$ cat config.mk
export PLATFORM = sky130hd
export DESIGN_NAME = fesw_ctrl
export DESIGN_NICKNAME = d
export VERILOG_FILES = /design/src/rtl/fesw_ctrl.v
export VERILOG_INCLUDE_DIRS = /design/src /design/src/rtl
export SDC_FILE = /design/constraint.sdc
export NUM_CORES = 1
export LEC_CHECK = 0
export CAP_MARGIN = 20
export CELL_PAD_IN_SITES_DETAIL_PLACEMENT = 1
export CELL_PAD_IN_SITES_GLOBAL_PLACEMENT = 2
export CORE_UTILIZATION = 44
export CTS_BUF_LIST = sky130_fd_sc_hd__clkbuf_4 sky130_fd_sc_hd__clkbuf_8
export DETAILED_ROUTE_END_ITERATION = 12
export DONT_BUFFER_PORTS = 1
export PLACE_DENSITY = 0.9
export SYNTH_ARGS = -nofsm -noshare
export SYNTH_HDL_FRONTEND = slang
export SYNTH_SLANG_ARGS = --single-unit
$ cat constraint.sdc
create_clock -name clk_sys_in -period 3.9 [get_ports clk_sys_in]
set_input_delay 0.39 -clock clk_sys_in [delete_from_list [all_inputs] [get_ports clk_sys_in]]
set_output_delay 0.39 -clock clk_sys_in [all_outputs]
set_load 0.03 [all_outputs]
$ cat src/rtl/fesw_regs.vh
// Notes on behaviour
// - Power-on reset clears the write-enable bit; no write starts until software sets it.
// - Data EEPROM writes are blocked while the 72 ms power-up timer runs.
// - A write starts only with write-enable set and unlock immediately before the trigger.
// - The unlock port stores nothing; writes only advance the unlock detector.
// - Instruction slots after an EEPROM write, erase or long write starts are discarded; short writes discard none; software fills them with no-ops.
// - After each long write all four 14-bit buffer words reset to 3FFF.
// - With data code protection, internal EEPROM access works; external access is refused.
// - With data code protection, external program memory writes are refused too.
// - With program code protection, internal use works; external access to it is refused.
// - Self-writes into regions chosen by the write-protect bits are suppressed.
`ifndef FESW_REGS_VH
`define FESW_REGS_VH
// Register indices; byte address is four times the index
`define FESW_IDX_FLAGS    9'h00D
`define FESW_IDX_ENABLES  9'h08D
`define FESW_IDX_DATA_LO  9'h10C
`define FESW_IDX_ADDR_LO  9'h10D
`define FESW_IDX_DATA_HI  9'h10E
`define FESW_IDX_ADDR_HI  9'h10F
`define FESW_IDX_CTRL     9'h18C
`define FESW_IDX_UNLOCK   9'h18D
`define FESW_IDX_CONFIG   9'h1F0
// Control one fields
`define FESW_CTL_PGM      7
`define FESW_CTL_ERASE    4
`define FESW_CTL_WERR     3
`define FESW_CTL_WRITE_ENABLE_BIT     2
`define FESW_CTL_WR       1
`define FESW_CTL_RD       0
// Flag and enable fields
`define FESW_IRQ_DONE     4
`define FESW_ENA_MASK     8'hD0
// Config fields
`define FESW_CFG_CP_DATA  2
`define FESW_CFG_CP_PGM   3
`define FESW_CFG_RESET    4'h3
// Unlock keys
`define FESW_KEY_FIRST    8'h55
`define FESW_KEY_SECOND   8'hAA
// Write-protect region limits (protected below the limit)
`define FESW_WP_LIM_10    13'h0100
`define FESW_WP_LIM_01    13'h0800
`define FESW_WP_LIM_00    13'h1000
// Buffer word value after a long write
`define FESW_BUF_BLANK    14'h3FFF
// Timing
`define FESW_CLK_KHZ      25000
`define FESW_PWRT_MS      72
`define FESW_WRITE_MS     2
`define FESW_PWRT_CYC     (`FESW_PWRT_MS * `FESW_CLK_KHZ)
`define FESW_WRITE_CYC    (`FESW_WRITE_MS * `FESW_CLK_KHZ)
`define FESW_DISCARD_CYC  2
// AXI responses
`define FESW_RESP_OKAY    2'h0
`define FESW_RESP_SLVERR  2'h2
`endif

$ cat src/rtl/fesw_ctrl.v
// Register access over AXI4-Lite was left to the implementer.
`timescale 1ns/10ps
`include "fesw_regs.vh"
module fesw_ctrl #(
    parameter PWRT_CYCLES  = `FESW_PWRT_CYC,
    parameter WRITE_CYCLES = `FESW_WRITE_CYC,
    parameter CNT_W        = 21
) (
    // Clock and resets
    input  wire        clk_sys_in,
    input  wire        resetn_in,
    input  wire        core_reset_in,
    // AXI4-Lite slave
    input  wire [11:0] s_axi_awaddr_in,
    input  wire        s_axi_awvalid_in,
    output wire        s_axi_awready_out,
    input  wire [31:0] s_axi_wdata_in,
    input  wire [3:0]  s_axi_wstrb_in,
    input  wire        s_axi_wvalid_in,
    output wire        s_axi_wready_out,
    output reg  [1:0]  s_axi_bresp_out,
    output reg         s_axi_bvalid_out,
    input  wire        s_axi_bready_in,
    input  wire [11:0] s_axi_araddr_in,
    input  wire        s_axi_arvalid_in,
    output wire        s_axi_arready_out,
    output reg  [31:0] s_axi_rdata_out,
    output reg  [1:0]  s_axi_rresp_out,
    output reg         s_axi_rvalid_out,
    input  wire        s_axi_rready_in,
    // Core slot control and interrupt
    output wire        core_discard_out,
    output wire        core_stall_out,
    output wire        irq_out,
    // Nonvolatile array side
    output reg         mem_pgm_wr_out,
    output reg         mem_erase_out,
    output reg         mem_ee_wr_out,
    output reg         mem_rd_out,
    output reg         mem_sel_pgm_out,
    output reg  [12:0] mem_addr_out,
    output reg  [55:0] mem_wdata_out,
    input  wire [13:0] mem_rdata_in,
    // External programmer pins
    input  wire        ext_req_in,
    input  wire        ext_write_in,
    input  wire        ext_target_ee_in,
    output reg         ext_grant_out
);
// ----------------------------------------
// Declarations
// ----------------------------------------
localparam ST_IDLE = 3'b001;
localparam ST_SLOT = 3'b010;
localparam ST_BUSY = 3'b100;
localparam UL_IDLE = 3'b001;
localparam UL_HALF = 3'b010;
localparam UL_ARM  = 3'b100;

reg  [7:0]       data_lo_ff;
reg  [5:0]       data_hi_ff;
reg  [7:0]       addr_lo_ff;
reg  [4:0]       addr_hi_ff;
reg              pgm_sel_ff;
reg              erase_ff;
reg              werr_ff;
reg              write_enable_bit_ff;
reg              wr_ff;
reg              rd_ff;
reg              done_flag_ff;
reg  [7:0]       ena_ff;
reg  [3:0]       cfg_ff;
reg  [2:0]       ul_ff;
reg  [2:0]       st_ff;
reg              op_pgm_ff;
reg              op_long_ff;
reg  [13:0]      buf_ff [0:3];
reg  [CNT_W-1:0] pwrt_ff;
reg  [CNT_W-1:0] tmr_ff;
reg  [2:0]       ext_s1_ff;
reg  [2:0]       ext_s2_ff;
reg  [2:0]       nxt_ul;
reg              prot;
reg  [31:0]      rd_mux;
reg              rd_hit;
integer          i;

wire        wr_take  = s_axi_awvalid_in & s_axi_wvalid_in & ~s_axi_bvalid_out;
wire        wr_en    = wr_take & s_axi_wstrb_in[0];
wire [8:0]  wr_idx   = s_axi_awaddr_in[10:2];
wire [7:0]  wd       = s_axi_wdata_in[7:0];
wire        rd_take  = s_axi_arvalid_in & ~s_axi_rvalid_out;
wire [8:0]  rd_idx   = s_axi_araddr_in[10:2];
wire        ctl_wr   = wr_en & (wr_idx == `FESW_IDX_CTRL);
wire        flag_rd  = rd_take & (rd_idx == `FESW_IDX_FLAGS);
wire        pwrt_run = (pwrt_ff != PWRT_CYCLES[CNT_W-1:0]);
wire [12:0] pgm_addr = {addr_hi_ff, addr_lo_ff};
wire [13:0] word_new = {data_hi_ff, data_lo_ff};
wire        trig     = ctl_wr & wd[`FESW_CTL_WR] & st_ff[0] & ~wr_ff
                       & write_enable_bit_ff & wd[`FESW_CTL_WRITE_ENABLE_BIT] & ul_ff[2];
wire        is_ee    = trig & ~pgm_sel_ff;
wire        is_erase = trig & pgm_sel_ff & erase_ff;
wire        is_long  = trig & pgm_sel_ff & ~erase_ff & (addr_lo_ff[1:0] == 2'b11);
wire        is_short = trig & pgm_sel_ff & ~erase_ff & (addr_lo_ff[1:0] != 2'b11);
wire        launch   = (is_ee & ~pwrt_run) | ((is_erase | is_long) & ~prot);
wire        rd_go    = ctl_wr & wd[`FESW_CTL_RD] & st_ff[0];
wire        finish   = st_ff[2] & (tmr_ff == WRITE_CYCLES[CNT_W-1:0]);

// ----------------------------------------
// Bus handshakes and core outputs
// ----------------------------------------
assign s_axi_awready_out = wr_take;
assign s_axi_wready_out  = wr_take;
assign s_axi_arready_out = ~s_axi_rvalid_out;
assign core_discard_out  = st_ff[1];
assign core_stall_out    = st_ff[2] & op_pgm_ff;
assign irq_out           = done_flag_ff & ena_ff[`FESW_IRQ_DONE];

// ----------------------------------------
// Write-protect region check
// ----------------------------------------
always @* begin
    case (cfg_ff[1:0])
        2'b10:   prot = (pgm_addr < `FESW_WP_LIM_10);
        2'b01:   prot = (pgm_addr < `FESW_WP_LIM_01);
        2'b00:   prot = (pgm_addr < `FESW_WP_LIM_00);
        default: prot = 1'b0;
    endcase
    prot = prot & pgm_sel_ff;
end

// ----------------------------------------
// Unlock detector, no storage behind the port
// ----------------------------------------
always @* begin
    nxt_ul = ul_ff;
    if (wr_en) begin
        if (wr_idx == `FESW_IDX_UNLOCK) begin
            if (wd == `FESW_KEY_FIRST)
                nxt_ul = UL_HALF;
            else if ((wd == `FESW_KEY_SECOND) && ul_ff[1])
                nxt_ul = UL_ARM;
            else
                nxt_ul = UL_IDLE;
        end else begin
            nxt_ul = UL_IDLE;
        end
    end
end

// ----------------------------------------
// Read multiplexer
// ----------------------------------------
always @* begin
    rd_mux = 32'h0000_0000;
    rd_hit = 1'b1;
    case (rd_idx)
        `FESW_IDX_FLAGS:   rd_mux[`FESW_IRQ_DONE] = done_flag_ff;
        `FESW_IDX_ENABLES: rd_mux[7:0] = ena_ff;
        `FESW_IDX_DATA_LO: rd_mux[7:0] = data_lo_ff;
        `FESW_IDX_ADDR_LO: rd_mux[7:0] = addr_lo_ff;
        `FESW_IDX_DATA_HI: rd_mux[5:0] = data_hi_ff;
        `FESW_IDX_ADDR_HI: rd_mux[4:0] = addr_hi_ff;
        `FESW_IDX_CTRL:    rd_mux[7:0] = {pgm_sel_ff, 2'b00, erase_ff, werr_ff, write_enable_bit_ff, wr_ff, rd_ff};
        `FESW_IDX_UNLOCK:  rd_mux[7:0] = 8'h00;
        `FESW_IDX_CONFIG:  rd_mux[3:0] = cfg_ff;
        default:           rd_hit = 1'b0;
    endcase
end

// ----------------------------------------
// Bus responses
// ----------------------------------------
always @(posedge clk_sys_in or negedge resetn_in) begin
    if (!resetn_in) begin
        s_axi_bvalid_out <= 1'b0;
        s_axi_bresp_out  <= `FESW_RESP_OKAY;
        s_axi_rvalid_out <= 1'b0;
        s_axi_rresp_out  <= `FESW_RESP_OKAY;
        s_axi_rdata_out  <= 32'h0000_0000;
    end else begin
        if (wr_take) begin
            s_axi_bvalid_out <= 1'b1;
            case (wr_idx)
                `FESW_IDX_FLAGS, `FESW_IDX_ENABLES, `FESW_IDX_DATA_LO, `FESW_IDX_ADDR_LO,
                `FESW_IDX_DATA_HI, `FESW_IDX_ADDR_HI, `FESW_IDX_CTRL, `FESW_IDX_UNLOCK,
                `FESW_IDX_CONFIG: s_axi_bresp_out <= `FESW_RESP_OKAY;
                default:          s_axi_bresp_out <= `FESW_RESP_SLVERR;
            endcase
        end else if (s_axi_bready_in) begin
            s_axi_bvalid_out <= 1'b0;
        end
        if (rd_take) begin
            s_axi_rvalid_out <= 1'b1;
            s_axi_rdata_out  <= rd_mux;
            s_axi_rresp_out  <= rd_hit ? `FESW_RESP_OKAY : `FESW_RESP_SLVERR;
        end else if (s_axi_rready_in) begin
            s_axi_rvalid_out <= 1'b0;
        end
    end
end

// ----------------------------------------
// Power-up timer and external access gate
// ----------------------------------------
always @(posedge clk_sys_in or negedge resetn_in) begin
    if (!resetn_in) begin
        pwrt_ff       <= {CNT_W{1'b0}};
        ext_s1_ff     <= 3'b000;
        ext_s2_ff     <= 3'b000;
        ext_grant_out <= 1'b0;
    end else begin
        if (pwrt_run)
            pwrt_ff <= pwrt_ff + 1'b1;
        ext_s1_ff <= {ext_req_in, ext_write_in, ext_target_ee_in};
        ext_s2_ff <= ext_s1_ff;
        // Programmer sees nothing while code protection holds the target
        if (ext_s2_ff[0])
            ext_grant_out <= ext_s2_ff[2] & ~cfg_ff[`FESW_CFG_CP_DATA];
        else
            ext_grant_out <= ext_s2_ff[2] & ~cfg_ff[`FESW_CFG_CP_PGM]
                             & ~(ext_s2_ff[1] & cfg_ff[`FESW_CFG_CP_DATA]);
    end
end

// ----------------------------------------
// Registers, sequencer and array strobes
// ----------------------------------------
always @(posedge clk_sys_in or negedge resetn_in) begin
    if (!resetn_in) begin
        data_lo_ff   <= 8'h00;
        data_hi_ff   <= 6'h00;
        addr_lo_ff   <= 8'h00;
        addr_hi_ff   <= 5'h00;
        pgm_sel_ff   <= 1'b0;
        erase_ff     <= 1'b0;
        werr_ff      <= 1'b0;
        write_enable_bit_ff      <= 1'b0;
        wr_ff        <= 1'b0;
        rd_ff        <= 1'b0;
        done_flag_ff <= 1'b0;
        ena_ff       <= 8'h00;
        cfg_ff       <= `FESW_CFG_RESET;
        ul_ff        <= UL_IDLE;
        st_ff        <= ST_IDLE;
        op_pgm_ff    <= 1'b0;
        op_long_ff   <= 1'b0;
        tmr_ff       <= {CNT_W{1'b0}};
        mem_pgm_wr_out  <= 1'b0;
        mem_erase_out   <= 1'b0;
        mem_ee_wr_out   <= 1'b0;
        mem_rd_out      <= 1'b0;
        mem_sel_pgm_out <= 1'b0;
        mem_addr_out    <= 13'h0000;
        mem_wdata_out   <= 56'h00_0000_0000_0000;
        for (i = 0; i < 4; i = i + 1)
            buf_ff[i] <= `FESW_BUF_BLANK;
    end else if (core_reset_in) begin
        // Abort without power loss: error bit set if a write was under way, cleared if idle; sequencer drops
        werr_ff    <= ~st_ff[0];
        write_enable_bit_ff    <= 1'b0;
        wr_ff      <= 1'b0;
        rd_ff      <= 1'b0;
        ul_ff      <= UL_IDLE;
        st_ff      <= ST_IDLE;
        done_flag_ff   <= 1'b0;
        ena_ff         <= 8'h00;
        mem_pgm_wr_out <= 1'b0;
        mem_erase_out  <= 1'b0;
        mem_ee_wr_out  <= 1'b0;
        mem_rd_out     <= 1'b0;
    end else begin
        ul_ff          <= nxt_ul;
        mem_pgm_wr_out <= 1'b0;
        mem_erase_out  <= 1'b0;
        mem_ee_wr_out  <= 1'b0;
        mem_rd_out     <= 1'b0;
        if (wr_en) begin
            case (wr_idx)
                `FESW_IDX_ENABLES: ena_ff <= wd & `FESW_ENA_MASK;
                `FESW_IDX_DATA_LO: data_lo_ff <= wd;
                `FESW_IDX_ADDR_LO: addr_lo_ff <= wd;
                `FESW_IDX_DATA_HI: data_hi_ff <= wd[5:0];
                `FESW_IDX_ADDR_HI: addr_hi_ff <= wd[4:0];
                `FESW_IDX_CONFIG:  cfg_ff <= wd[3:0];
                `FESW_IDX_CTRL: begin
                    pgm_sel_ff <= wd[`FESW_CTL_PGM];
                    erase_ff   <= wd[`FESW_CTL_ERASE];
                    werr_ff    <= wd[`FESW_CTL_WERR];
                    write_enable_bit_ff    <= wd[`FESW_CTL_WRITE_ENABLE_BIT];
                end
                default: ;
            endcase
        end
        // Flag: read clears, write loads bit 4, completion sets and wins
        if (finish)
            done_flag_ff <= 1'b1;
        else if (flag_rd)
            done_flag_ff <= 1'b0;
        else if (wr_en && (wr_idx == `FESW_IDX_FLAGS))
            done_flag_ff <= wd[`FESW_IRQ_DONE];
        // Short write: word into buffer, trigger bit drops after one cycle
        wr_ff <= 1'b0;
        if (is_short) begin
            buf_ff[addr_lo_ff[1:0]] <= word_new;
            wr_ff <= 1'b1;
        end
        if (rd_go) begin
            rd_ff           <= 1'b1;
            mem_rd_out      <= 1'b1;
            mem_sel_pgm_out <= pgm_sel_ff;
            mem_addr_out    <= pgm_sel_ff ? pgm_addr : {5'h00, addr_lo_ff};
        end else if (rd_ff) begin
            // Array answers within the strobe cycle; data taken at its end
            rd_ff      <= 1'b0;
            data_lo_ff <= mem_rdata_in[7:0];
            if (mem_sel_pgm_out)
                data_hi_ff <= mem_rdata_in[13:8];
        end
        case (st_ff)
            ST_IDLE: begin
                tmr_ff <= {CNT_W{1'b0}};
                if (launch) begin
                    st_ff           <= ST_SLOT;
                    wr_ff           <= 1'b1;
                    op_pgm_ff       <= pgm_sel_ff;
                    op_long_ff      <= is_long;
                    mem_sel_pgm_out <= pgm_sel_ff;
                    mem_pgm_wr_out  <= is_long;
                    mem_erase_out   <= is_erase;
                    mem_ee_wr_out   <= is_ee;
                    mem_addr_out    <= pgm_sel_ff ? {pgm_addr[12:2], 2'b00} : {5'h00, addr_lo_ff};
                    mem_wdata_out   <= pgm_sel_ff ? {word_new, buf_ff[2], buf_ff[1], buf_ff[0]}
                                                  : {48'h0000_0000_0000, data_lo_ff};
                end
            end
            ST_SLOT: begin
                wr_ff  <= 1'b1;
                tmr_ff <= tmr_ff + 1'b1;
                if (tmr_ff == (`FESW_DISCARD_CYC - 1)) begin
                    st_ff  <= ST_BUSY;
                    tmr_ff <= {CNT_W{1'b0}};
                end
            end
            ST_BUSY: begin
                tmr_ff <= tmr_ff + 1'b1;
                wr_ff  <= ~finish;
                if (finish) begin
                    st_ff <= ST_IDLE;
                    if (op_long_ff)
                        for (i = 0; i < 4; i = i + 1)
                            buf_ff[i] <= `FESW_BUF_BLANK;
                end
            end
            default: st_ff <= ST_IDLE;
        endcase
    end
end

endmodule // fesw_ctrl

# Yosys cells after proc, flatten, opt, wreduce, memory -nomap -nowiden
# Cells that the tools add are included.
classes:
  n_addsub: 2
  magnitude_cmp: 5
  n_eq_ne: 33
  n_mux: 78
  bitwise: 46
  reduce_logical: 22
op_table:
  columns: ["operator", "n"]
  rows:
  - ["$mux 56", 5]
  - ["$eq 9x9->1 const B", 14]
  - ["$mux 13", 5]
  - ["$pmux 21 s3", 1]
  - ["$bwmux 56", 1]
  - ["$mux 8", 7]
  - ["$add 21x1->21 const B", 2]
  - ["$mux 1", 33]
  - ["$and 1x1->1", 30]
  - ["$mux 6", 5]
  - ["$demux 14 s2", 1]
  - ["$pmux 4 s7", 1]
  - ["$mux 3", 9]
  - ["$eq 21x1->1 const B", 1]
  - ["$eq 21x16->1 const B", 1]
  - ["$mux 21", 1]
  - ["$ne 21x21->1 const B", 1]
  - ["$eq 9x4->1 const B", 2]
  - ["$eq 9x8->1 const B", 2]
  - ["$reduce_and 3->1", 6]
  - ["$reduce_or 9->1", 2]
  - ["$mux 14", 1]
  - ["$lt 13x12->1 const B", 1]
  - ["$lt 13x13->1 const B", 1]
  - ["other kinds (27)", 53]
word_totals:
  regBits: 246
  in_bits: 85
  out_inout_bits: 119
  word_cells: 223

# Logic depth before layout (Yosys ltp)
# Gate-level depths: netlist of run 1.
depth:
  ltp_word: 19
  depth_mapped: 11

# Worst setup path after synthesis of run 1
# OpenSTA, ideal clock, no wires.
synth_path:
  path_kind: "flip-flop to flip-flop"
  from: "reg s_axi_bvalid_out"
  to: "reg mem_addr_out[6]"
  setup_ns: 0.125
  arrival_time_ns: 2.393
  required_ns: 3.775
  setup_slack_ns: 1.382
  stages_incl_launch_ff: 9
  period_less_slack_ns: 2.518
  path_cell_list: "dfrtp_1 -> nand4b_1 -> or3_4 -> or3_1 -> buf_2 -> and2_4 -> buf_6 -> buf_6 -> mux2_4"
synth_between:
  elab_chain_len: 18
  elab_cells_between_ends: 24
synth_lines:
  columns: ["element", "line_no", "source"]
  rows:
  - ["from (decl)", "fesw_ctrl.v:22", "output reg s_axi_bvalid_out,"]
  - ["from (signal assigned)", "fesw_ctrl.v:176", "s_axi_bvalid_out <= 1'b0;"]
  - ["from (signal assigned)", "fesw_ctrl.v:183", "s_axi_bvalid_out <= 1'b1;"]
  - ["from (signal assigned)", "fesw_ctrl.v:191", "s_axi_bvalid_out <= 1'b0;"]
  - ["$not 1->1 (*)", "fesw_ctrl.v:88", "wire wr_take = s_axi_awvalid_in & s_axi_wvalid_in & ~s_axi_bvalid_out;"]
  - ["$and 1x1->1 (*)", "fesw_ctrl.v:88", null]
  - ["$and 1x1->1 (*)", "fesw_ctrl.v:89", "wire wr_en = wr_take & s_axi_wstrb_in[0];"]
  - ["$and 1x1->1 (*)", "fesw_ctrl.v:94", "wire ctl_wr = wr_en & (wr_idx == `FESW_IDX_CTRL);"]
  - ["$and 1x1->1 (6 in series)", "fesw_ctrl.v:99", "wire trig = ctl_wr & wd[`FESW_CTL_WR] & st_ff[0] & ~wr_ff"]
  - ["$and 1x1->1", "fesw_ctrl.v:102, fesw_ctrl.v:103", null]
  - ["$and 1x1->1 (2 in series)", "fesw_ctrl.v:103", "wire is_long = trig & pgm_sel_ff & ~erase_ff & (addr_lo_ff[1:0] == 2'b11);"]
  - ["$or 1x1->1", "fesw_ctrl.v:105", "wire launch = (is_ee & ~pwrt_run) | ((is_erase | is_long) & ~prot);"]
  - ["$and 1x1->1", "fesw_ctrl.v:105", null]
  - ["$or 1x1->1", "fesw_ctrl.v:105", null]
  - ["$mux 13", "fesw_ctrl.v:323", "if (launch) begin"]
  - ["$mux 13 (*)", "fesw_ctrl.v:320", "case (st_ff)"]
  - ["to (signal assigned)", "fesw_ctrl.v:312", "mem_addr_out <= pgm_sel_ff ? pgm_addr : {5'h00, addr_lo_ff};"]
  - ["to (signal assigned)", "fesw_ctrl.v:332", "mem_addr_out <= pgm_sel_ff ? {pgm_addr[12:2], 2'b00} : {5'h00, addr_lo_ff};"]
  - ["to (decl)", "fesw_ctrl.v:41", "output reg [12:0] mem_addr_out,"]
# Every way passes the cells marked *; elsewhere a longest branch is shown, timed or not.
# A chain may end at the register's enable or synchronous reset.

# Final worst setup path of run 1
layout_path:
  from: "reg s_axi_bvalid_out"
  to: "reg data_hi_ff[3]"
layout_between:
  elab_chain_len: 7
  elab_cells_between_ends: 10
layout_lines:
  columns: ["element", "line_no", "source"]
  rows:
  - ["$not 1->1 (*)", "fesw_ctrl.v:88", null]
  - ["$and 1x1->1 (*)", "fesw_ctrl.v:88", null]
  - ["$and 1x1->1 (*)", "fesw_ctrl.v:89", null]
  - ["$mux 6 or $and 1x1->1 (tied branches)", "fesw_ctrl.v:278, fesw_ctrl.v:94", null]
  - ["$mux 6 or $and 1x1->1 (tied branches)", "fesw_ctrl.v:317, fesw_ctrl.v:106", null]
  - ["$mux 6 or $and 1x1->1 (tied branches)", "fesw_ctrl.v:313, fesw_ctrl.v:106", null]
  - ["$mux 6 (*)", "fesw_ctrl.v:308", "if (rd_go) begin"]
  - ["to (signal assigned)", "fesw_ctrl.v:283", "`FESW_IDX_DATA_HI: data_hi_ff <= wd[5:0];"]
  - ["to (signal assigned)", "fesw_ctrl.v:318", "data_hi_ff <= mem_rdata_in[13:8];"]
  - ["to (decl)", "fesw_ctrl.v:61", "reg [5:0] data_hi_ff;"]
# Marks and branches as above.

==> results.sh, run 1 <==
export IMPL_min_path_type="in -> async"
export IMPL_tns_ps=0
export IMPL_rows=55
export IMPL_status="complete, but fails checks"
export IMPL_grt_pass1_vias=8075
export IMPL_setup_viol=0
export IMPL_critPathKind="reg -> reg"
export IMPL_worst_clock_skew_ps=43.4
export IMPL_h_tree_depth=2
export IMPL_cts_setup_buffers=0
export IMPL_gp_congestion=0.812
export IMPL_cp_data_required_time_ps=4380
export IMPL_area_delta_synth_final_pct=11.8
export IMPL_clk_latency_ps=550
export IMPL_slew_viol_final=0
export IMPL_vias=7824
export IMPL_nFillCells=2622
export IMPL_cts_hold_buf=21
export IMPL_routed_wl_um=28800
export IMPL_crit_fanout=7
export IMPL_avgRoutedWirePerCell_um=20.0
export IMPL_irDropWorstVdd_mv=0.247
export IMPL_synthTopCellsByArea="dfrtp_1 43%, dfstp_2 11%, nand2_1 9.3%"
export IMPL_placed_cell_area_mm2=0.0105
export IMPL_synth_ff_type="dfrtp_1"
export IMPL_routed_via_density=5.43
export IMPL_cts_buffers=40
export IMPL_first_pass_iters=5
export IMPL_yosysWarnings=0
export IMPL_ctsResizeCount=0
export IMPL_multi_input_area_mm2=0.00434
export IMPL_place_ws_ps=951
export IMPL_critPathArrivalTime_ps=3630
export IMPL_netlist_instances=1079
export IMPL_cts_root_buf="clkbuf_8"
export IMPL_first_iter_violations=534
export IMPL_antenna_found_initial=0
export IMPL_die_h_um=156
export IMPL_portBuffers=0
export IMPL_ys_seq_area_share_pct=54.5
export IMPL_drive_above_1_share_pct=14.5
export IMPL_endpoint_kind="register"
export IMPL_synth_edf_count=0
export IMPL_fmax_mhz=317
export IMPL_p_per_area_mw_per_mm2=420
export IMPL_synth_top_area_share_pct=43.1
export IMPL_ys_ff_latch=224
export IMPL_grt_max_degree=225
export IMPL_grt_usage_pct=24.4
export IMPL_fin_nets=1186
export IMPL_die_x_um=156
export IMPL_period_minus_slack_ps=3160
export IMPL_r2r_end="data_hi_ff[3]$_DFFE_PN0N_"
export IMPL_seq_area_mm2=0.00566
export IMPL_pin_count=204
export IMPL_overflow=0
export IMPL_drv_cap=0
export IMPL_ys_types=68
export IMPL_syn_area_mm2=0.0104
export IMPL_hold_viol_final=224
export IMPL_dpl_hpwl_um=18800
export IMPL_clock_sinks=224
export IMPL_rsz0062_at_grt="false"
export IMPL_diodes=0
export IMPL_fin_ws_ps=742
export IMPL_ys_top_cells_by_count="257 x nand2_1, 179 x dfrtp_1, 82 x nand3_1"
export IMPL_violations="negative hold slack"
export IMPL_holdWs_ps=-451
export IMPL_core_area_mm2=0.0229
export IMPL_crit_path_top_delay_cell="dlygate4sd3_1"
export IMPL_tightest_slew_ps=1130
export IMPL_antenna_left=0
export IMPL_cts_tree="done"
export IMPL_cp_startpoint="s_axi_bvalid_out$_DFFE_PN0P_"
export IMPL_cts_buffer_depth=3
export IMPL_final_core_util_pct=50.7
export IMPL_initial_core_util_pct=45.3
export IMPL_avgSynthCellArea_um2=9.63
export IMPL_rrSetupSlack_ps=740
export IMPL_post_route_period_util_pct=81.0
export IMPL_grt_pass1_wl_um=45800
export IMPL_reg2regPathDepth=7
export IMPL_stdcell_area_mm2=0.0116
export IMPL_synth_largest_area_cell="dfrtp_1"
export IMPL_critical_path_max_stage_delay_ps=540
export IMPL_synthArstFlopShare_pct=100
export IMPL_r2r_start="s_axi_bvalid_out$_DFFE_PN0P_"
export IMPL_leakagePower_nw=5.06
export IMPL_clkSlewWorstSetupHoldPaths_ps=60
export IMPL_crit_chain="nand4b_1 -> or3_4 -> o2111a_1 -> a21oi_1 -> nand2_1 -> nand3_1 -> dlygate4sd3_1"
export IMPL_yosysMostFrequentCell="nand2_1"
export IMPL_cp_start_kind="register"
export IMPL_slew_headroom_pct=23.7
export IMPL_drc=0
export IMPL_dieArea_mm2=0.0242
==> worst max-delay path, delay by kind of cell (launching register included) <==
| family | cells | cell delay [ps] |
|---|---|---|
| AOI/OAI and AO/OA | 2 | 860 |
| buffers and inverters | 1 | 540 |
| and+or+nand+nor | 4 | 1170 |
| DFF | 1 | 500 |
==> report_power, final <==
group	switching, mW	internal, mW
registers	0.0361	2.37
logic	0.0922	0.0416
clock network	0.994	1.35
==> cells by family after synthesis <==
| kind of cell | count (synthesis) | synth area share, % |
|---|---|---|
| and+or+nand+nor | 513 | 23.2 |
| DFF | 224 | 54.5 |
| AOI/OAI and AO/OA | 151 | 8.61 |
| buffers and inverters | 99 | 4.80 |
| muxes | 47 | 4.96 |
| xor gates and xnor gates | 39 | 3.29 |
| adders and majority gates | 5 | 0.602 |
| other | 1 | 0.0361 |
==> how the worst max path moves through the flow <==
stage | cells after the start | end
after detailed placement | 5 | buf_ff[52]$_DFFE_PN1N_
final | 7 | data_hi_ff[3]$_DFFE_PN0N_
after CTS | 7 | data_hi_ff[3]$_DFFE_PN0N_
after global placement | 5 | buf_ff[52]$_DFFE_PN1N_
after floorplan | 8 | mem_addr_out[6]$_DFFE_PN0N_
after global routing | 7 | data_hi_ff[3]$_DFFE_PN0N_
==> metrics by stage <==
step | hold slack [ps] | std cells | power (mW)
3_5_place_dp | 99.9 | 1346 | 2.55
2_1_floorplan | 94.4 | 1104 | 2.57
3_3_place_gp | 102 | 1346 | 2.55
6_report | -451 | 1441 | 4.88
4_1_cts | -488 | 1441 | 4.94
5_1_grt | -494 | 1441 | 5.06
==> sequential cells by signal, summed over array words and instances (netlist names), 8 cells and up <==
signal and flops:
mem_wdata_out 56, buf_ff 42, pwrt_ff 21, tmr_ff 21
mem_addr_out 13, addr_lo_ff 8, data_lo_ff 8, s_axi_rdata_out 8
==> cell usage in the layout (no fill, tap or decap), types with 4 or more instances in the layout <==
master and instances:
a21o_1 7, a21oi_1 19, a222oi_1 4, and2_1 4, and3_1 7, buf_4 9
clkbuf_4 17, clkbuf_8 51, conb_1 26, dfrtp_1 178, dfstp_2 45, dlygate4sd3_1 21
ha_1 5, inv_1 18, mux2_1 5, mux2_2 19, mux2i_1 20, nand2_1 257
nand2b_1 5, nand3_1 81, nand4_1 13, nor2_1 70, nor2b_1 7, nor3_1 14
nor4_1 11, nor4b_1 6, o21ai_0 56, o21ai_1 29, o22ai_1 10, or3_1 8
xnor2_1 30, xor2_1 9
==> area by class of cell <==
class,count,share of cell area (%)
Multi-Input combinational cell,781,37.3
Clock buffer,68,7.14
Clock inverter,6,0.420
Sequential cell,224,48.7
Timing Repair Buffer,30,2.39
Tap cell,313,3.37
Inverter,19,0.614
==> routing by layer <==
layer  vias to the layer above  routed length, um  track usage [%]
li1                       3683                  -                -
met3                        42               1880             5.69
met1                      3881              12700             32.5
met5                         -                  0                0
met4                         0                624             7.47
met2                       218              13600             39.4
Note: power is estimated with default switching activity, not from simulation.
==> run 2: changes to the inputs <==
Settings changed: ABC_AREA from default to 1, CORE_UTILIZATION 44 to 39, PLACE_DENSITY 0.9 to 0.85.
Clock period 3.9 ns to 3.2 ns, I/O delays scaled along.
==> run 2 against run 1 <==
Against the previous run: the flow still finishes with violations (negative hold slack); non-clock buffer count grew 14; largest power group unchanged; die area grew 19%; clock power grew 26%.
==> results.sh, run 2 <==
export IMPL_fin_ws_ps=268
export IMPL_netlist_instances=1344
export IMPL_drive_above_1_share_pct=10.3
export IMPL_synthArstFlopShare_pct=100
export IMPL_reg2regPathDepth=10
export IMPL_place_ws_ps=560
export IMPL_globalRouteMet3Util_pct=5.33
export IMPL_gp_congestion=0.846
export IMPL_rows=61
export IMPL_synth_top_family_by_area="simple AND/OR/NAND/NOR gates"
export IMPL_period_minus_slack_ps=2930
export IMPL_endpoint_kind="register"
export IMPL_status="complete, but fails checks"
export IMPL_nFillCells=3378
export IMPL_cts_buffer_depth=3
export IMPL_grt_max_degree=225
export IMPL_clkSlewWorstSetupHoldPaths_ps=60
export IMPL_sw_frac_of_total_pct=26.1
export IMPL_worst_clock_skew_ps=21.7
export IMPL_cts_root_buf="clkbuf_8"
export IMPL_ys_top_cells_by_count="331 x nand2_1, 179 x dfrtp_1, 163 x o21ai_0"
export IMPL_dpl_hpwl_um=23700
export IMPL_met2_usage_pct=40.0
export IMPL_largest_reg_flops=56
export IMPL_initial_core_util_pct=39.7
export IMPL_final_common_cell="nand2_1"
export IMPL_antenna_left=0
export IMPL_combPwrFrac_pct=5.6
export IMPL_clock_sinks=224
export IMPL_synth_mux_area_share_pct=0
export IMPL_cts_tree="done"
export IMPL_slew_viol_final=0
export IMPL_tightest_slew_ps=989
export IMPL_synth_xor_area_share_pct=2.15
export IMPL_pin_count=204
export IMPL_leakagePower_nw=5.56
export IMPL_stdcell_area_mm2=0.0125
export IMPL_p_total_mw=6.32
export IMPL_h_tree_depth=2
export IMPL_synth_largest_area_cell="dfrtp_1"
export IMPL_drc=0
export IMPL_final_core_util_pct=44.9
export IMPL_place_inst=1682
export IMPL_p_sw_mw=1.65
export IMPL_holdWs_ps=-528
export IMPL_irDropWorstVdd_mv=0.232
export IMPL_use_met1_pct=31.6
export IMPL_cp_start_kind="register"
export IMPL_crit_fanout=29
export IMPL_finalNonFillerCells=1787
export IMPL_grt_pass1_wl_um=54300
export IMPL_core_area_mm2=0.0278
export IMPL_portBuffers=0
export IMPL_first_pass_iters=4
export IMPL_internal_power_mw=4.67
export IMPL_ys_seq_area_share_pct=51.4
export IMPL_routed_via_density=5.29
export IMPL_ys_types=43
export IMPL_synth_edf_count=0
export IMPL_first_iter_violations=633
export IMPL_synth_simple_area_share_pct=22.4
export IMPL_avgSynthCellArea_um2=8.20
export IMPL_syn_area_mm2=0.0110
export IMPL_die_x_um=170
export IMPL_cp_data_required_time_ps=3630
export IMPL_routed_wl_um=34400
export IMPL_grt_usage_pct=24.2
export IMPL_synth_adder_area_share_pct=0.568
export IMPL_dieArea_mm2=0.0289
export IMPL_placed_cell_area_mm2=0.0113
export IMPL_cts_buffers=41
export IMPL_post_route_period_util_pct=91.6
export IMPL_area_delta_synth_final_pct=13.3
export IMPL_ys_ff_latch=224
export IMPL_p_per_area_mw_per_mm2=507
export IMPL_yosysWarnings=0
export IMPL_avgRoutedWirePerCell_um=19.3
export IMPL_top_regs="mem_wdata_out x56, buf_ff x42"
export IMPL_setup_viol=0
export IMPL_synthTopCellsByArea="dfrtp_1 41%, nand2_1 11%, dfstp_2 11%"
export IMPL_slew_headroom_pct=33.5
export IMPL_critPathArrivalTime_ps=3360
export IMPL_critPathKind="reg -> reg"
export IMPL_synth_top_area_share_pct=40.6
export IMPL_tns_ps=0
export IMPL_hold_viol_final=224
export IMPL_drv_cap=0
export IMPL_synth_compound_area_share_pct=14.3
export IMPL_die_h_um=170
export IMPL_final_cell_mix="331 x nand2_1, 179 x dfrtp_1, 163 x o21ai_0"
export IMPL_yosysMostFrequentCell="nand2_1"
export IMPL_overflow=0
export IMPL_antenna_found_initial=1
export IMPL_pwr_share_clk_pct=46.4
export IMPL_grt_pass1_vias=9706
export IMPL_top_register="mem_wdata_out"
export IMPL_fin_nets=1467
export IMPL_synth_ff_type="dfrtp_1"
export IMPL_clk_latency_ps=560
export IMPL_grt_busiest_layer="met2"
export IMPL_min_path_type="in -> async"
export IMPL_rsz0062_at_grt="false"
export IMPL_cts_hold_buf=29
export IMPL_vias=9458
export IMPL_violations="negative hold slack"
export IMPL_pwr_share_seq_pct=47.9
export IMPL_fmax_mhz=341
[run 2: routing by layer]
layer / up-vias / wire length [um]
met5: - / 0
met4: 0 / 754
met3: 57 / 2100
met2: 236 / 16500
met1: 4696 / 15100
li1: 4469 / -
[run 2: cells by family after synthesis]
logic type      Yosys count
simple gates            578
other cells               1
buf+inv                 237
fa+ha+maj                 5
flops                   224
xor+xnor                 27
compound gates          272
[run 2: worst paths after layout]
kind	slack, ps	to	startpoint
max in group asynchronous	3350	st_ff[0]$_DFFE_PN1P_	resetn_in
setup reg to reg	270	data_hi_ff[4]$_DFFE_PN0N_	s_axi_bvalid_out$_DFFE_PN0P_
setup / recovery	270	data_hi_ff[4]$_DFFE_PN0N_	s_axi_bvalid_out$_DFFE_PN0P_
hold / removal	-530	mem_wdata_out[32]$_DFFE_PN0P_	resetn_in
min in group clk_sys_in	20	data_hi_ff[2]$_DFFE_PN0N_	mem_rdata_in[10]
hold reg to reg	350	ext_s2_ff[2]$_DFF_PN0_	ext_s1_ff[2]$_DFF_PN0_
[run 2: critical path, stage by stage, from the launching register on]
cell and delay [ps]:
dfrtp_1 490, inv_1 130, nand4_1 280, nor2_1 370
nand3_1 160, buf_4 260, nand3_2 270, o211ai_1 140
nand2_1 100, o21ai_0 70, dlygate4sd3_1 550
[run 2: cell type report]
| type | count | area, um2 | area share, % |
|---|---|---|---|
| Inverter | 158 | 593 | 4.75 |
| Clock inverter | 6 | 40.0 | 0.321 |
| Timing Repair Buffer | 44 | 407 | 3.26 |
| Sequential cell | 224 | 5660 | 45.4 |
| Clock buffer | 68 | 848 | 6.80 |
| Tap cell | 378 | 473 | 3.79 |
| Antenna cell | 1 | 2.50 | 0.0201 |
| Multi-Input combinational cell | 908 | 4460 | 35.7 |
[run 2: repair_timing]
action,in CTS,in global routing
resized for setup,0,1
setup buffers,0,0
setup endpoints to repair,0,1
endpoints found under the hold margin,266,224
[run 2: power groups by stage]
stage                     combinational, mW  clock [mW]  sequential, mW
after floorplan                       0.251           0            3.03
after global placement                0.307           0            3.08
after detailed placement              0.313           0            3.08
after CTS                             0.354        3.00            3.03
after global routing                  0.388        3.13            3.04
final                                 0.355        2.94            3.03
